`config.mk`:
```
export PLATFORM = sky130hd
export DESIGN_NAME = charger_pmic_status_control_regs
export DESIGN_NICKNAME = d
export VERILOG_FILES = /design/src/charger_regs_pkg.sv /design/src/charger_pmic_status_control_regs.sv /design/src/serial_frame_slave.sv
export SDC_FILE = /design/constraint.sdc
export NUM_CORES = 1
export LEC_CHECK = 0
export BUFFER_PORTS_ARGS = -buffer_cell sky130_fd_sc_hd__buf_4
export CAP_MARGIN = 5
export CORE_MARGIN = 2
export CORE_UTILIZATION = 25
export DETAILED_ROUTE_END_ITERATION = 10
export GPL_ROUTABILITY_DRIVEN = 0
export PLACE_DENSITY_LB_ADDON = 0.1
export SETUP_SLACK_MARGIN = 0.4
export SLEW_MARGIN = 20
export SYNTH_ARGS = -nofsm -noshare
export SYNTH_HDL_FRONTEND = slang
export SYNTH_SLANG_ARGS = --single-unit
```
`constraint.sdc`:
```
create_clock -name I_CLK -period 10.2 [get_ports I_CLK]
set_input_delay 1.02 -clock I_CLK [delete_from_list [all_inputs] [get_ports I_CLK]]
set_output_delay 1.02 -clock I_CLK [all_outputs]
set_load 0.02 [all_outputs]
```
`src/charger_regs_pkg.sv`:
```
// constants, field layout and types shared by the register bank files
`default_nettype none
package charger_regs_pkg;
  localparam int ADDR_W = 5;
  localparam int DATA_W = 16;
  localparam logic [1:0] FUNC_TAG = 2'b10;
  localparam logic [3:0] ACK_SLOT = 4'h8;
  localparam logic [3:0] LAST_BIT = 4'h7;

  localparam logic [4:0] ADR_FAULT = 5'h00;
  localparam logic [4:0] ADR_STAT1 = 5'h01;
  localparam logic [4:0] ADR_STAT2 = 5'h02;
  localparam logic [4:0] ADR_CTRL = 5'h03;
  localparam logic [4:0] ADR_UCFG1 = 5'h04;
  localparam logic [4:0] ADR_UCFG2 = 5'h05;

  localparam int FB_ACK = 15;
  localparam int FB_DOG = 11;
  localparam int FB_OC = 10;
  localparam int FB_OV = 9;
  localparam int FB_TEMP = 0;
  localparam logic [15:0] FAULT_CLR_ALL_MASK = 16'h31fe;
  localparam logic [15:0] FAULT_USED_MASK = 16'hbfff;
  localparam logic [15:0] FAULT_RST = 16'h0000;
  localparam logic [15:0] ST1_EVT_MASK = 16'h00de;

  localparam int CB_THERM = 14;
  localparam int CB_FEED = 13;
  localparam int CB_CONV = 11;
  localparam int CB_CLRALL = 10;
  localparam int CB_RSTALL = 9;
  localparam int CB_RSTOTH = 8;
  localparam int CB_CLK = 6;
  localparam int CB_BOOST = 4;
  localparam int CB_CHG = 3;
  localparam int CB_LSW = 2;
  localparam int CB_RSW = 1;
  localparam int CB_SLEEP = 0;
  localparam logic [15:0] CTRL_KEEP_MASK = 16'h48df;
  localparam logic [15:0] CTRL_RST = 16'h0000;

  localparam int U1_LED = 4;
  localparam int U1_BOOST = 2;
  localparam int U1_TRIM = 0;
  localparam logic [15:0] UCFG1_MASK = 16'h003f;
  localparam logic [15:0] UCFG1_RST = 16'h002a;
  localparam int U2_VOUT = 10;
  localparam int U2_INLIM = 8;
  localparam int U2_PCHI = 6;
  localparam int U2_PCHV = 4;
  localparam int U2_CC = 2;
  localparam int U2_RCH = 0;
  localparam logic [15:0] UCFG2_MASK = 16'h1fff;
  localparam logic [15:0] UCFG2_RST = 16'h1151;

  localparam int CLK_MHZ = 25;
  localparam int IRQ_PULSE_US = 8000;
  localparam int IRQ_CYC = IRQ_PULSE_US * CLK_MHZ;
  localparam int IRQ_CNT_W = 18;

  typedef enum logic [2:0] {PH_IDLE, PH_FUNC, PH_HI, PH_LO, PH_SKIP} phase_t;
endpackage
`default_nettype wire

```
`src/charger_pmic_status_control_regs.sv`:
```
// fault, status, control and user configuration register bank
`default_nettype none
module charger_pmic_status_control_regs #(
  parameter int IRQ_CYC = charger_regs_pkg::IRQ_CYC
) (
  input wire logic I_CLK,
  input wire logic I_NRST,
  input wire logic I_SCL,
  input wire logic I_SDA,
  output logic O_SDA,
  output logic O_SDA_OEN,
  output logic O_IRQ,
  output logic O_IRQ_OEN,
  input wire logic I_PRECHARGE_TIMEOUT_FAULT,
  input wire logic I_CHARGE_TIMEOUT_FAULT,
  input wire logic I_DOG_TIMEOUT_FAULT,
  input wire logic I_DOG_COUNT_WRITE,
  input wire logic I_INPUT_OVERCURRENT_FAULT,
  input wire logic I_INPUT_OVERVOLTAGE_FAULT,
  input wire logic I_RIGHT_BUD_UNDERVOLTAGE_FAULT,
  input wire logic I_LEFT_BUD_UNDERVOLTAGE_FAULT,
  input wire logic I_SYS_RAIL_OVERVOLTAGE_FAULT,
  input wire logic I_SYS_RAIL_UNDERVOLTAGE_FAULT,
  input wire logic I_THERMISTOR_HOT_FAULT,
  input wire logic I_THERMISTOR_COLD_FAULT,
  input wire logic I_BATTERY_OVERVOLTAGE_FAULT,
  input wire logic I_BATTERY_UNDERVOLTAGE_FAULT,
  input wire logic I_OVER_TEMPERATURE_FAULT,
  input wire logic I_PRECHARGE_ON_FLAG,
  input wire logic I_INPUT_SUPPLY_ON_FLAG,
  input wire logic I_INPUT_OV_DETECT_ON_FLAG,
  input wire logic I_BELOW_PRECHARGE_LEVEL_FLAG,
  input wire logic I_BELOW_RECHARGE_LEVEL_FLAG,
  input wire logic I_LEFT_SWITCH_ON_FLAG,
  input wire logic I_RIGHT_SWITCH_ON_FLAG,
  input wire logic I_INPUT_ATTACHED_FLAG,
  input wire logic I_CHARGE_DONE_FLAG,
  input wire logic I_CC_PHASE_DONE_FLAG,
  input wire logic I_LEFT_BUD_PRESENT_FLAG,
  input wire logic I_RIGHT_BUD_PRESENT_FLAG,
  input wire logic I_LEFT_LIGHT_LOAD_FLAG,
  input wire logic I_RIGHT_LIGHT_LOAD_FLAG,
  input wire logic I_BOOST_ON_FLAG,
  input wire logic I_LEFT_UV_DETECT_ON_FLAG,
  input wire logic I_RIGHT_UV_DETECT_ON_FLAG,
  input wire logic I_RECHARGE_COMPARATOR_ON_FLAG,
  input wire logic I_BATTERY_OV_DETECT_ON_FLAG,
  input wire logic I_PRECHARGE_COMPARATOR_ON_FLAG,
  input wire logic I_CHARGING_ON_FLAG,
  output logic O_THERMAL_REGULATION_OFF,
  output logic O_DOG_FEED,
  output logic O_CONVERTER_ON,
  output logic [1:0] O_CONVERTER_CLOCK_SELECT,
  output logic O_CHIP_RESET,
  output logic O_BOOST_ON,
  output logic O_CHARGING_ON,
  output logic O_LEFT_SWITCH_ON,
  output logic O_RIGHT_SWITCH_ON,
  output logic O_SLEEP_ON,
  output logic [1:0] O_INDICATOR_DRIVE_CURRENT,
  output logic [1:0] O_BOOST_CURRENT_THRESHOLD,
  output logic [1:0] O_LIGHT_LOAD_TRIM,
  output logic [2:0] O_BOOST_VOLTAGE_SELECT,
  output logic [1:0] O_INPUT_LIMIT_TRIM,
  output logic [1:0] O_PRECHARGE_CURRENT_SELECT,
  output logic [1:0] O_PRECHARGE_END_VOLTAGE,
  output logic [1:0] O_CC_CURRENT_SCALE,
  output logic [1:0] O_RECHARGE_THRESHOLD_SELECT
);
  logic [1:0] rst_pipe;
  logic rst_n;
  logic bus_wr, bus_nack, regs_clr, rst_all_reg, rst_oth_reg;
  logic [4:0] bus_addr;
  logic [15:0] bus_wdata, rd_data;
  logic [15:0] fault_reg, fault_next, fault_hw, fault_clr;
  logic [15:0] st1_now, st1_reg, st2_now, st2_reg;
  logic [15:0] ctrl_reg, ucfg1_reg, ucfg2_reg;
  logic feed_reg, clr_all_reg, wr_ctrl, wr_fault, dog_clr, irq_event;
  logic [charger_regs_pkg::IRQ_CNT_W-1:0] irq_cnt;

  // reset is released through two flops; async assert, sync release
  always_ff @(posedge I_CLK or negedge I_NRST) begin
    if (!I_NRST) begin
      rst_pipe <= 2'b00;
    end else begin
      rst_pipe <= {rst_pipe[0], 1'b1};
    end
  end
  assign rst_n = rst_pipe[1];

  serial_frame_slave bus_if (
    .i_clk(I_CLK),
    .i_rst_n(rst_n),
    .i_bus_rst(rst_all_reg),
    .i_scl(I_SCL),
    .i_sda(I_SDA),
    .o_sda_oen(O_SDA_OEN),
    .o_wr(bus_wr),
    .o_addr(bus_addr),
    .o_wdata(bus_wdata),
    .i_rdata(rd_data),
    .o_nack(bus_nack)
  );
  assign O_SDA = 1'b0;
  assign O_IRQ = 1'b0;

  assign wr_ctrl = bus_wr && bus_addr == charger_regs_pkg::ADR_CTRL;
  assign wr_fault = bus_wr && bus_addr == charger_regs_pkg::ADR_FAULT;
  // the soft reset lands one cycle after the write that asked for it
  assign regs_clr = rst_all_reg | rst_oth_reg;

  // clear and reset bits are stored nowhere: each write of one is one pulse
  always_ff @(posedge I_CLK or negedge rst_n) begin
    if (!rst_n) begin
      clr_all_reg <= 1'b0;
      rst_all_reg <= 1'b0;
      rst_oth_reg <= 1'b0;
      O_CHIP_RESET <= 1'b0;
    end else begin
      clr_all_reg <= wr_ctrl && bus_wdata[charger_regs_pkg::CB_CLRALL];
      rst_all_reg <= wr_ctrl && bus_wdata[charger_regs_pkg::CB_RSTALL];
      rst_oth_reg <= wr_ctrl && bus_wdata[charger_regs_pkg::CB_RSTOTH];
      O_CHIP_RESET <= wr_ctrl &&
                      (bus_wdata[charger_regs_pkg::CB_RSTALL] ||
                       bus_wdata[charger_regs_pkg::CB_RSTOTH]);
    end
  end

  assign dog_clr = (wr_ctrl && bus_wdata[charger_regs_pkg::CB_FEED]) ||
                   I_DOG_COUNT_WRITE;

  assign fault_hw = {bus_nack, 1'b0, I_PRECHARGE_TIMEOUT_FAULT,
                     I_CHARGE_TIMEOUT_FAULT, I_DOG_TIMEOUT_FAULT,
                     I_INPUT_OVERCURRENT_FAULT, I_INPUT_OVERVOLTAGE_FAULT,
                     I_RIGHT_BUD_UNDERVOLTAGE_FAULT,
                     I_LEFT_BUD_UNDERVOLTAGE_FAULT,
                     I_SYS_RAIL_OVERVOLTAGE_FAULT,
                     I_SYS_RAIL_UNDERVOLTAGE_FAULT,
                     I_THERMISTOR_HOT_FAULT, I_THERMISTOR_COLD_FAULT,
                     I_BATTERY_OVERVOLTAGE_FAULT,
                     I_BATTERY_UNDERVOLTAGE_FAULT,
                     I_OVER_TEMPERATURE_FAULT};

  always_comb begin
    fault_clr = 16'h0000;
    if (clr_all_reg) begin
      fault_clr = charger_regs_pkg::FAULT_CLR_ALL_MASK;
    end
    fault_clr[charger_regs_pkg::FB_DOG] = dog_clr;
    fault_clr[charger_regs_pkg::FB_ACK] =
      wr_fault && bus_wdata[charger_regs_pkg::FB_ACK];
    // a new event in the clearing cycle survives the clear
    fault_next = ((fault_reg & ~fault_clr) | fault_hw) &
                 charger_regs_pkg::FAULT_USED_MASK;
  end

  always_ff @(posedge I_CLK or negedge rst_n) begin
    if (!rst_n) begin
      fault_reg <= charger_regs_pkg::FAULT_RST;
    end else if (regs_clr) begin
      fault_reg <= charger_regs_pkg::FAULT_RST;
    end else begin
      fault_reg <= fault_next;
    end
  end

  assign st1_now = {I_PRECHARGE_ON_FLAG, I_INPUT_SUPPLY_ON_FLAG,
                    I_INPUT_OV_DETECT_ON_FLAG, I_BELOW_PRECHARGE_LEVEL_FLAG,
                    I_BELOW_RECHARGE_LEVEL_FLAG, I_LEFT_SWITCH_ON_FLAG,
                    I_RIGHT_SWITCH_ON_FLAG, 1'b0, I_INPUT_ATTACHED_FLAG,
                    I_CHARGE_DONE_FLAG, I_CC_PHASE_DONE_FLAG,
                    I_LEFT_BUD_PRESENT_FLAG, I_RIGHT_BUD_PRESENT_FLAG,
                    I_LEFT_LIGHT_LOAD_FLAG, I_RIGHT_LIGHT_LOAD_FLAG,
                    I_BOOST_ON_FLAG};
  assign st2_now = {8'h00, I_LEFT_UV_DETECT_ON_FLAG,
                    I_RIGHT_UV_DETECT_ON_FLAG, I_RECHARGE_COMPARATOR_ON_FLAG,
                    I_BATTERY_OV_DETECT_ON_FLAG, 2'b00,
                    I_PRECHARGE_COMPARATOR_ON_FLAG,
                    I_CHARGING_ON_FLAG};

  always_ff @(posedge I_CLK or negedge rst_n) begin
    if (!rst_n) begin
      st1_reg <= 16'h0000;
      st2_reg <= 16'h0000;
    end else begin
      st1_reg <= st1_now;
      st2_reg <= st2_now;
    end
  end

  // control: plain bits stored, feed bit toggles on each write of one and clears on a dog count write
  always_ff @(posedge I_CLK or negedge rst_n) begin
    if (!rst_n) begin
      ctrl_reg <= charger_regs_pkg::CTRL_RST;
      feed_reg <= 1'b0;
      O_DOG_FEED <= 1'b0;
    end else if (regs_clr) begin
      ctrl_reg <= charger_regs_pkg::CTRL_RST;
      feed_reg <= 1'b0;
      O_DOG_FEED <= 1'b0;
    end else begin
      if (wr_ctrl) begin
        ctrl_reg <= bus_wdata & charger_regs_pkg::CTRL_KEEP_MASK;
      end
      if (I_DOG_COUNT_WRITE) begin
        feed_reg <= 1'b0;
      end else if (wr_ctrl && bus_wdata[charger_regs_pkg::CB_FEED]) begin
        feed_reg <= ~feed_reg;
      end
      O_DOG_FEED <= wr_ctrl && bus_wdata[charger_regs_pkg::CB_FEED] &&
                    !feed_reg && !I_DOG_COUNT_WRITE;
    end
  end

  always_ff @(posedge I_CLK or negedge rst_n) begin
    if (!rst_n) begin
      ucfg1_reg <= charger_regs_pkg::UCFG1_RST;
      ucfg2_reg <= charger_regs_pkg::UCFG2_RST;
    end else if (regs_clr) begin
      ucfg1_reg <= charger_regs_pkg::UCFG1_RST;
      ucfg2_reg <= charger_regs_pkg::UCFG2_RST;
    end else if (bus_wr) begin
      if (bus_addr == charger_regs_pkg::ADR_UCFG1) begin
        ucfg1_reg <= bus_wdata & charger_regs_pkg::UCFG1_MASK;
      end
      if (bus_addr == charger_regs_pkg::ADR_UCFG2) begin
        ucfg2_reg <= bus_wdata & charger_regs_pkg::UCFG2_MASK;
      end
    end
  end

  assign O_THERMAL_REGULATION_OFF = ctrl_reg[charger_regs_pkg::CB_THERM];
  assign O_CONVERTER_ON = ctrl_reg[charger_regs_pkg::CB_CONV];
  assign O_CONVERTER_CLOCK_SELECT =
    ctrl_reg[charger_regs_pkg::CB_CLK +: 2];
  assign O_BOOST_ON = ctrl_reg[charger_regs_pkg::CB_BOOST];
  assign O_CHARGING_ON = ctrl_reg[charger_regs_pkg::CB_CHG];
  assign O_LEFT_SWITCH_ON = ctrl_reg[charger_regs_pkg::CB_LSW];
  assign O_RIGHT_SWITCH_ON = ctrl_reg[charger_regs_pkg::CB_RSW];
  assign O_SLEEP_ON = ctrl_reg[charger_regs_pkg::CB_SLEEP];
  assign O_INDICATOR_DRIVE_CURRENT = ucfg1_reg[charger_regs_pkg::U1_LED +: 2];
  assign O_BOOST_CURRENT_THRESHOLD =
    ucfg1_reg[charger_regs_pkg::U1_BOOST +: 2];
  assign O_LIGHT_LOAD_TRIM = ucfg1_reg[charger_regs_pkg::U1_TRIM +: 2];
  assign O_BOOST_VOLTAGE_SELECT = ucfg2_reg[charger_regs_pkg::U2_VOUT +: 3];
  assign O_INPUT_LIMIT_TRIM = ucfg2_reg[charger_regs_pkg::U2_INLIM +: 2];
  // code 11 is passed on as is; the analog side treats it as 150%
  assign O_PRECHARGE_CURRENT_SELECT =
    ucfg2_reg[charger_regs_pkg::U2_PCHI +: 2];
  assign O_PRECHARGE_END_VOLTAGE =
    ucfg2_reg[charger_regs_pkg::U2_PCHV +: 2];
  assign O_CC_CURRENT_SCALE = ucfg2_reg[charger_regs_pkg::U2_CC +: 2];
  assign O_RECHARGE_THRESHOLD_SELECT =
    ucfg2_reg[charger_regs_pkg::U2_RCH +: 2];

  always_comb begin
    rd_data = 16'h0000;
    unique case (bus_addr)
      charger_regs_pkg::ADR_FAULT: rd_data = fault_reg;
      charger_regs_pkg::ADR_STAT1: rd_data = st1_reg;
      charger_regs_pkg::ADR_STAT2: rd_data = st2_reg;
      charger_regs_pkg::ADR_CTRL: begin
        rd_data = ctrl_reg;
        rd_data[charger_regs_pkg::CB_FEED] = feed_reg;
      end
      charger_regs_pkg::ADR_UCFG1: rd_data = ucfg1_reg;
      charger_regs_pkg::ADR_UCFG2: rd_data = ucfg2_reg;
      default: rd_data = 16'h0000;
    endcase
  end

  // a retriggering event restarts the full low time
  assign irq_event = |(fault_hw & ~fault_reg &
                       charger_regs_pkg::FAULT_USED_MASK) ||
                     |((st1_now ^ st1_reg) & charger_regs_pkg::ST1_EVT_MASK);

  always_ff @(posedge I_CLK or negedge rst_n) begin
    if (!rst_n) begin
      irq_cnt <= '0;
    end else if (irq_event) begin
      irq_cnt <= charger_regs_pkg::IRQ_CNT_W'(IRQ_CYC);
    end else if (irq_cnt != '0) begin
      irq_cnt <= irq_cnt - 1'b1;
    end
  end
  assign O_IRQ_OEN = (irq_cnt == '0);
endmodule // charger_pmic_status_control_regs
`default_nettype wire

```
`src/serial_frame_slave.sv`:
```
// two-wire slave: function byte, then high and low data bytes
`default_nettype none
module serial_frame_slave (
  input wire logic i_clk,
  input wire logic i_rst_n,
  input wire logic i_bus_rst,
  input wire logic i_scl,
  input wire logic i_sda,
  output logic o_sda_oen,
  output logic o_wr,
  output logic [4:0] o_addr,
  output logic [15:0] o_wdata,
  input wire logic [15:0] i_rdata,
  output logic o_nack
);
  charger_regs_pkg::phase_t phase;
  logic scl_q, sda_q, rw, func_ok, nack_seen, sda_low;
  logic [3:0] cnt;
  logic [7:0] sh, hi;
  logic [15:0] tx;
  logic rise, fall, start, stop, busy, rd_data;

  assign rise = i_scl & ~scl_q;
  assign fall = ~i_scl & scl_q;
  assign start = scl_q & i_scl & sda_q & ~i_sda;
  assign stop = scl_q & i_scl & ~sda_q & i_sda;
  assign busy = (phase != charger_regs_pkg::PH_IDLE);
  assign rd_data = rw & (phase == charger_regs_pkg::PH_HI ||
                         phase == charger_regs_pkg::PH_LO);
  assign o_sda_oen = ~sda_low;
  assign o_wdata = {hi, sh};

  always_ff @(posedge i_clk or negedge i_rst_n) begin
    if (!i_rst_n) begin
      scl_q <= 1'b1;
      sda_q <= 1'b1;
    end else begin
      scl_q <= i_scl;
      sda_q <= i_sda;
    end
  end

  // frame sequencing: one register access per start condition
  always_ff @(posedge i_clk or negedge i_rst_n) begin
    if (!i_rst_n) begin
      phase <= charger_regs_pkg::PH_IDLE;
      cnt <= 4'h0;
      sh <= 8'h00;
      hi <= 8'h00;
      tx <= 16'h0000;
      o_addr <= 5'h00;
      rw <= 1'b0;
      func_ok <= 1'b0;
      nack_seen <= 1'b0;
    end else if (i_bus_rst || stop) begin
      phase <= charger_regs_pkg::PH_IDLE;
      cnt <= 4'h0;
    end else if (start) begin
      phase <= charger_regs_pkg::PH_FUNC;
      // the scl fall that ends the start is no data bit: it wraps this to 0
      cnt <= 4'hf;
      nack_seen <= 1'b0;
    end else if (rise && busy) begin
      if (cnt != charger_regs_pkg::ACK_SLOT) begin
        sh <= {sh[6:0], i_sda};
      end else if (phase == charger_regs_pkg::PH_HI && rw && i_sda) begin
        nack_seen <= 1'b1;
      end
    end else if (fall && busy) begin
      if (rd_data && cnt != charger_regs_pkg::ACK_SLOT) begin
        tx <= {tx[14:0], 1'b0};
      end
      if (cnt == charger_regs_pkg::LAST_BIT) begin
        if (phase == charger_regs_pkg::PH_FUNC) begin
          o_addr <= sh[5:1];
          rw <= sh[0];
          func_ok <= (sh[7:6] == charger_regs_pkg::FUNC_TAG);
        end
        if (phase == charger_regs_pkg::PH_HI) begin
          hi <= sh;
        end
      end
      if (cnt == charger_regs_pkg::ACK_SLOT) begin
        cnt <= 4'h0;
        unique case (phase)
          charger_regs_pkg::PH_FUNC: begin
            phase <= func_ok ? charger_regs_pkg::PH_HI
                             : charger_regs_pkg::PH_SKIP;
            tx <= i_rdata;
          end
          charger_regs_pkg::PH_HI: begin
            phase <= (rw && nack_seen) ? charger_regs_pkg::PH_SKIP
                                       : charger_regs_pkg::PH_LO;
          end
          default: phase <= charger_regs_pkg::PH_SKIP;
        endcase
      end else begin
        cnt <= cnt + 4'h1;
      end
    end
  end

  // pin drive is taken only on falling scl so data is stable while high; bus reset, start, stop or idle release it
  always_ff @(posedge i_clk or negedge i_rst_n) begin
    if (!i_rst_n) begin
      sda_low <= 1'b0;
    end else if (i_bus_rst || stop || start || !busy) begin
      sda_low <= 1'b0;
    end else if (fall) begin
      if (cnt == charger_regs_pkg::LAST_BIT) begin
        sda_low <= (phase == charger_regs_pkg::PH_FUNC &&
                    sh[7:6] == charger_regs_pkg::FUNC_TAG) ||
                   (!rw && (phase == charger_regs_pkg::PH_HI ||
                            phase == charger_regs_pkg::PH_LO));
      end else if (cnt == charger_regs_pkg::ACK_SLOT) begin
        if (phase == charger_regs_pkg::PH_FUNC) begin
          sda_low <= rw && func_ok && !i_rdata[15];
        end else begin
          sda_low <= rw && phase == charger_regs_pkg::PH_HI &&
                     !nack_seen && !tx[15];
        end
      end else begin
        sda_low <= rd_data && !tx[14];
      end
    end
  end

  always_ff @(posedge i_clk or negedge i_rst_n) begin
    if (!i_rst_n) begin
      o_wr <= 1'b0;
      o_nack <= 1'b0;
    end else begin
      o_wr <= fall && !i_bus_rst && cnt == charger_regs_pkg::LAST_BIT &&
              phase == charger_regs_pkg::PH_LO && !rw;
      o_nack <= rise && !i_bus_rst && cnt == charger_regs_pkg::ACK_SLOT &&
                phase == charger_regs_pkg::PH_HI && rw && i_sda;
    end
  end
endmodule // serial_frame_slave
`default_nettype wire

```
==> results of run 1 <==
-- power groups by stage --
stage	clock network (uW)	registers (uW)	logic (uW)
finish	638	606	73.6
floorplan	0	611	41.1
global placement	0	620	69.0
global route	683	609	85.2
CTS	652	611	71.0
detailed placement	0	621	70.5
-- metal layers --
metal  track usage (%)  vias to the layer above  routed length [um]
met5                 0                        -                   0
met3              3.22                       18                 823
li1                  -                     2350                   -
met2              24.1                      120                9200
met1              21.1                     2535                9110
met4              4.47                        0                 281
-- layout make-up --
cell class / count / area (um^2) / area share (%)
well taps: 330 / 413 / 5.25
inverters: 29 / 109 / 1.38
clock buffers: 19 / 433 / 5.50
multi-input cells: 420 / 2580 / 32.8
repair buffers: 77 / 598 / 7.60
clock inverters: 13 / 165 / 2.10
flip-flops and latches: 142 / 3570 / 45.4
-- worst paths after layout --
kind | cells past startpoint | end
max reg2reg | 5 | bus_if.tx[12]
max | 5 | O_IRQ_OEN
max in group asynchronous | 1 | clr_all_reg
min reg2reg | 0 | st2_reg[5]
min | 0 | st2_reg[5]
min in group I_CLK | 0 | rst_pipe[1]
-- stage by stage --
stage                     cells  setup WS [ns]  util, %  hold WS (ns)
after floorplan             621           5.97        -         0.331
after global placement      997           7.02     28.8         0.338
after detailed placement    997           6.98     28.9         0.336
after CTS                  1029           6.51     31.2         0.350
after global routing       1030           6.25     31.3         0.337
final                      1030           6.58     31.3         0.284
-- kinds of logic (layout without fill, tap and decap cells) --
| logic type | count (synthesis) | in the layout |
|---|---|---|
| AND/OR/NAND/NOR | 241 | 241 |
| multiplexers | 39 | 39 |
| other | 2 | 3 |
| buffers and inverters | 59 | 138 |
| flip-flops | 142 | 142 |
| adder cells (fa/ha/maj) | 4 | 4 |
| AO/OA/AOI/OAI | 123 | 123 |
| XOR/XNOR | 10 | 10 |
-- cell usage in the layout, fill, tap and decap left out, drive strengths merged, types with 9 or more instances in the layout --
cell type and count:
dfrtp 132, or3 9, mux2i 10, nor2 52, o22ai 13, o21ai 12, inv 30, dfstp 10
nor4 9, buf 77, clkbuf 19, nand3 51, nand2 54, nor3 22, mux2 27, a21oi 58
==> run_results.csv, run 1 <==
group,metric,value,unit
outcome,status,"complete, no violations",
yosys,synth_compound_gate_area_share,12.2,%
yosys,yosys_warnings,0,
global_route,grt_max_degree,77,
clock_tree,insertion_delay,0.42,ns
critical_path,critical_path_class,"reg2out",
sta,hold_viol_final,0,
critical_path,crit_path_top_delay_cell,"nor4b_2",
critical_path,cp-start-kind,"register",
final_layout,top_register,"irq_cnt",
hold_path,hold_class,"reg2async",
yosys,synth_xor_area_share,1.37,%
sta,skew,0.0121,ns
critical_path,worst_ep_required_time,9.18,ns
sta,max_freq,276,MHz
critical_path,cp-startpoint,"irq_cnt[14]",
sta,maxSlewViolCount,0,
drt,vias,5023,
critical_path,r2r-start,"bus_if.o_addr[0]",
clock_tree,cts-resized-gates,0,
critical_path,critPathMaxFanout,7,
yosys,synth.area.mux_share,7.05,%
sta,setup_tns,0,ns
floorplan,design.core.area,25100,um^2
power_and_ir_drop,peakVddDrop,0.0941,mV
clock_tree,clk_pin_slew,0.06,ns
floorplan,die_h,164,um
global_route,antenna_found_initial,0,
drt,drt-vias-per-instance,4.88,
global_route,grt_pass1_vias,5174,
yosys,synth.distinct_cells,58,
power_and_ir_drop,netSwitchingPower,317,uW
floorplan,num_rows,58,
critical_path,cpPeakStageDelay,0.63,ns
power_and_ir_drop,swShare,24.1,%
critical_path,cp_top_family,"simple AND/OR/NAND/NOR gates",
yosys,synth_top_family_by_area,"simple AND/OR/NAND/NOR gates",
final_layout,nNetsFinal,731,
yosys,seq_area_frac_synth,56.0,%
final_layout,final_area,7870,um^2
sta,fin_crit,3.62,ns
clock_tree,clockRootBuffer,"clkbuf_16",
yosys,yosysMostFrequentCell,"dfrtp_1",
final_layout,largest_registers,"irq_cnt: 18 flops, bus_if.tx: 16 flops",
final_layout,largest_register_ffs,18,
yosys,ys_top_cells_by_count,"dfrtp_1 (132), a21oi_1 (58), nand2_1 (53)",
final_layout,nFillCells,2641,
sta,slew_headroom,34.8,%
clock_tree,tritoncts,"built",
yosys,syn_area_per_cell,10.3,um^2
floorplan,start_util,25.4,%
yosys,synthCells,620,
yosys,yosysTopAreaCellShare,51.8,%
floorplan,die_w,164,um
power_and_ir_drop,total_leakage_power,0.00346,uW
power_and_ir_drop,p_comb_share,5.6,%
drt,wl_per_cell,18.9,um
power_and_ir_drop,seq_power_share,46.0,%
critical_path,crit_arrival,2.60,ns
global_route,grt.total_usage,15.3,%
yosys,yosys-top-cells-area,"dfrtp_1 (52%), mux2_2 (4.8%), a21oi_1 (4.6%)",
drt,drc,0,
critical_path,path_buf_inv,2,
clock_tree,postCtsSetupBuffers,0,
clock_tree,numCtsBuffers,17,
power_and_ir_drop,power_density,167,nW/um^2
clock_tree,holdBufCountCts,0,
final_layout,final_layout_size_suffix_gt1_share,23.0,%
drt,antenna_left,0,
sta,final.period_utilization,35.5,%
clock_tree,clockBufferDepth,2,
yosys,synthAdderAreaFrac,0.785,%
sta,worstMarginPinSlew,0.970,ns
drt,first_pass_iters,4,
clock_tree,htreeDepth,4,
placed_design,numPortBuffers,71,
yosys,synth_top_area_cell,"dfrtp_1",
yosys,netlist_area,6370,um^2
global_route,grt_pass1_wl,31100,um
clock_tree,cts_sinks,142,
yosys,synth_simple_gate_area_share,18.9,%
placed_design,place_area,7250,um^2
sta,setup_viol,0,
power_and_ir_drop,internal-power,1000,uW
drt,dr.first_iter.drc_count,315,
floorplan,die-area,26800,um^2
placed_design,post-dp-hpwl,13700,um
yosys,ys_seq_elements,142,
critical_path,crit_chain,"nor4_1, nor4b_2, nand2_2, inv_2, buf_4",
global_route,grt_overflow,0,
critical_path,r2r_slack,7.58,ns
yosys,synthArstFlopShare,100,%
final_layout,area_delta_synth_final,23.5,%
power_and_ir_drop,clock_power_share,48.4,%
sta,rsz0062_at_grt,"false",
floorplan,io_pins,74,
power_and_ir_drop,total_power,1320,uW
critical_path,critPathCaptureType,"output pin",
run,cap_violations,0,
final_layout,antennaDiodeCount,0,
yosys,synthFlopType,"dfrtp_1",
drt,finalWirelength,19400,um
yosys,synth_edf_count,0,
(Power assumes the default switching activity.)
==> run 2: changes to the inputs <==
==> constraint.sdc (replaced) <==
create_clock -name I_CLK -period 2.95 [get_ports I_CLK]
set_input_delay 0.295 -clock I_CLK [delete_from_list [all_inputs] [get_ports I_CLK]]
set_output_delay 0.295 -clock I_CLK [all_outputs]
set_load 0.02 [all_outputs]
==> run 2 against run 1 <==
  * Critical path depth stayed put
  * Critical path type unchanged
  * Flip-flop and latch count unchanged
  * Combinational power grew to 3.8 times the previous value
  * Routed wire length up 1.1%
  * Core utilization is 1.7 points higher
  * First-iteration DRC count is 16% lower
  * Highest routed layer unchanged
  * Die area is the same
  * Count of clock-buffer cells in the layout did not move
  * Total power grew to 3.5 times the previous value
  * Clock skew shrank 0.0026 ns
  * Largest power group unchanged
  * Clock power rose to 3.5 times the previous value
  * Worst setup slack lost 6.1 ns
==> run_results.csv, run 2 (synthesis gave the netlist of run 1 again) <==
group,metric,value,unit
outcome,status,"complete, no violations",
critical_path,cp-start-kind,"register",
power_and_ir_drop,power_density,556,nW/um^2
drt,drc,0,
sta,fin_crit,2.46,ns
clock_tree,clockRootBuffer,"clkbuf_16",
critical_path,cpPeakStageDelay,0.57,ns
power_and_ir_drop,seq_power_share,45.6,%
clock_tree,tritoncts,"built",
critical_path,rr_worst_depth,8,
critical_path,r2r-end,"irq_cnt[6]",
final_layout,fin_util,33.1,%
critical_path,r2r-start,"irq_cnt[7]",
power_and_ir_drop,clock_power_share,48.4,%
placed_design,post-dp-hpwl,14000,um
global_route,grt.total_usage,15.1,%
placed_design,numPortBuffers,71,
sta,final.period_utilization,83.4,%
final_layout,nNetsFinal,777,
critical_path,critPathMaxFanout,6,
global_route,grt_pass1_vias,5116,
final_layout,antennaDiodeCount,0,
sta,rsz0062_at_grt,"false",
clock_tree,insertion_delay,0.42,ns
drt,dr.first_iter.drc_count,266,
final_layout,mostFrequentLayoutCell,"dfrtp_1",
global_route,grt_max_degree,59,
floorplan,die_h,164,um
power_and_ir_drop,internal-power,3500,uW
floorplan,design.core.area,25100,um^2
drt,antenna_left,0,
sta,max_freq,407,MHz
critical_path,crit_path_top_delay_cell,"or4_4",
drt,wl_per_cell,18.3,um
global_route,grt_pass1_wl,30300,um
global_route,antenna_found_initial,0,
sta,setup_tns,0,ns
final_layout,final_layout_size_suffix_gt1_share,25.0,%
clock_tree,clk_pin_slew,0.06,ns
drt,first_pass_iters,5,
clock_tree,cts_sinks,142,
clock_tree,htreeDepth,4,
critical_path,worst_ep_required_time,2.65,ns
critical_path,crit_arrival,2.16,ns
power_and_ir_drop,swShare,24.1,%
power_and_ir_drop,netSwitchingPower,1110,uW
critical_path,critical_path_class,"reg2out",
power_and_ir_drop,peakVddDrop,0.284,mV
sta,holdWs,0.0229,ns
sta,skew,0.00946,ns
sta,setup_viol,0,
critical_path,r2r_slack,0.65,ns
critical_path,crit_chain,"or4_4, nor4_4, nand2_2, inv_4, buf_4",
sta,slew_headroom,44.2,%
sta,maxSlewViolCount,0,
floorplan,io_pins,74,
final_layout,area_delta_synth_final,30.4,%
critical_path,critPathCaptureType,"output pin",
floorplan,start_util,25.4,%
run,cap_violations,0,
sta,worstMarginPinSlew,0.838,ns
final_layout,final_cell_mix,"dfrtp_1 (131), buf_4 (99), a21oi_1 (58), nand2_1 (53), nor2_1 (52)",
clock_tree,numCtsBuffers,17,
floorplan,die-area,26800,um^2
hold_path,hold_path_end,"bus_if.sda_q",
global_route,grt_overflow,0,
drt,vias,5138,
hold_path,hold_class,"in2reg",
drt,finalWirelength,19600,um
power_and_ir_drop,p_comb_share,6.0,%
final_layout,largest_registers,"irq_cnt: 18 flops, bus_if.tx: 16 flops",
final_layout,largest_register_ffs,18,
final_layout,top_register,"irq_cnt",
floorplan,die_w,164,um
hold_path,min-delay-start,"I_SDA",
drt,drt-vias-per-instance,4.78,
clock_tree,clockBufferDepth,2,
hold_path,hold_depth,1,
sta,hold_viol_final,0,
floorplan,num_rows,58,
power_and_ir_drop,total_leakage_power,0.00369,uW
==> run 2: critical path: cells and delay by family (launching register included) <==
family | cells | cell delay (ns)
buffers and inverters | 2 | 0.24
DFF | 1 | 0.40
and+or+nand+nor | 3 | 1.11
==> run 2: power groups by stage <==
stage | logic [uW] | registers, uW | clock network [uW]
floorplan | 142 | 2110 | 0
global placement | 252 | 2140 | 0
detailed placement | 258 | 2140 | 0
CTS | 283 | 2110 | 2290
global route | 312 | 2120 | 2390
finish | 278 | 2110 | 2230
==> run 2: cell type report <==
type	instances	area, um^2
fill	2635	16800
sequential	142	3570
multi-input combinational	420	2610
timing repair buffer	123	1000
clock buffer	19	443
tap	330	413
clock inverter	12	163
inverter	29	111
==> run 2: worst max-delay path by stage <==
stage	endpoint	from	slack, ns
final	O_IRQ_OEN	irq_cnt[7]	0.49
after global routing	O_IRQ_OEN	irq_cnt[6]	0.39
after CTS	O_IRQ_OEN	irq_cnt[6]	0.47
after detailed placement	irq_cnt[6]	irq_cnt[14]	0.58
after global placement	irq_cnt[6]	irq_cnt[14]	0.61
after floorplan	O_CHIP_RESET	rst_pipe[1]	0.60
==> run 2: through the flow <==
stage                     instances  power, uW  area, um^2  worst slack [ns]
after floorplan                 621       2260        6380             0.601
after global placement         1009       2400        7360             0.608
after detailed placement       1009       2400        7360             0.576
after CTS                      1063       4680        8220             0.466
after global routing           1075       4820        8310             0.392
final                          1075       4620        8310             0.491
==> run 2: routing by layer <==
| metal | part of all wire, % | vias to the layer above | global-route usage, % |
|---|---|---|---|
| met3 | 3.3 | 14 | 3.02 |
| met4 | 1.3 | 0 | 4.55 |
| met2 | 48 | 89 | 24.2 |
| met1 | 47 | 2591 | 20.6 |
| li1 | - | 2444 | - |
| met5 | 0 | - | 0 |
==> run 2: repair_timing <==
item,CTS,global route
hold buffers,22,0
resized for setup,4,1
pin swaps,1,3
setup buffers,1,12
hold endpoints to repair,23,0
cloned,0,0
setup endpoints to repair,1,1
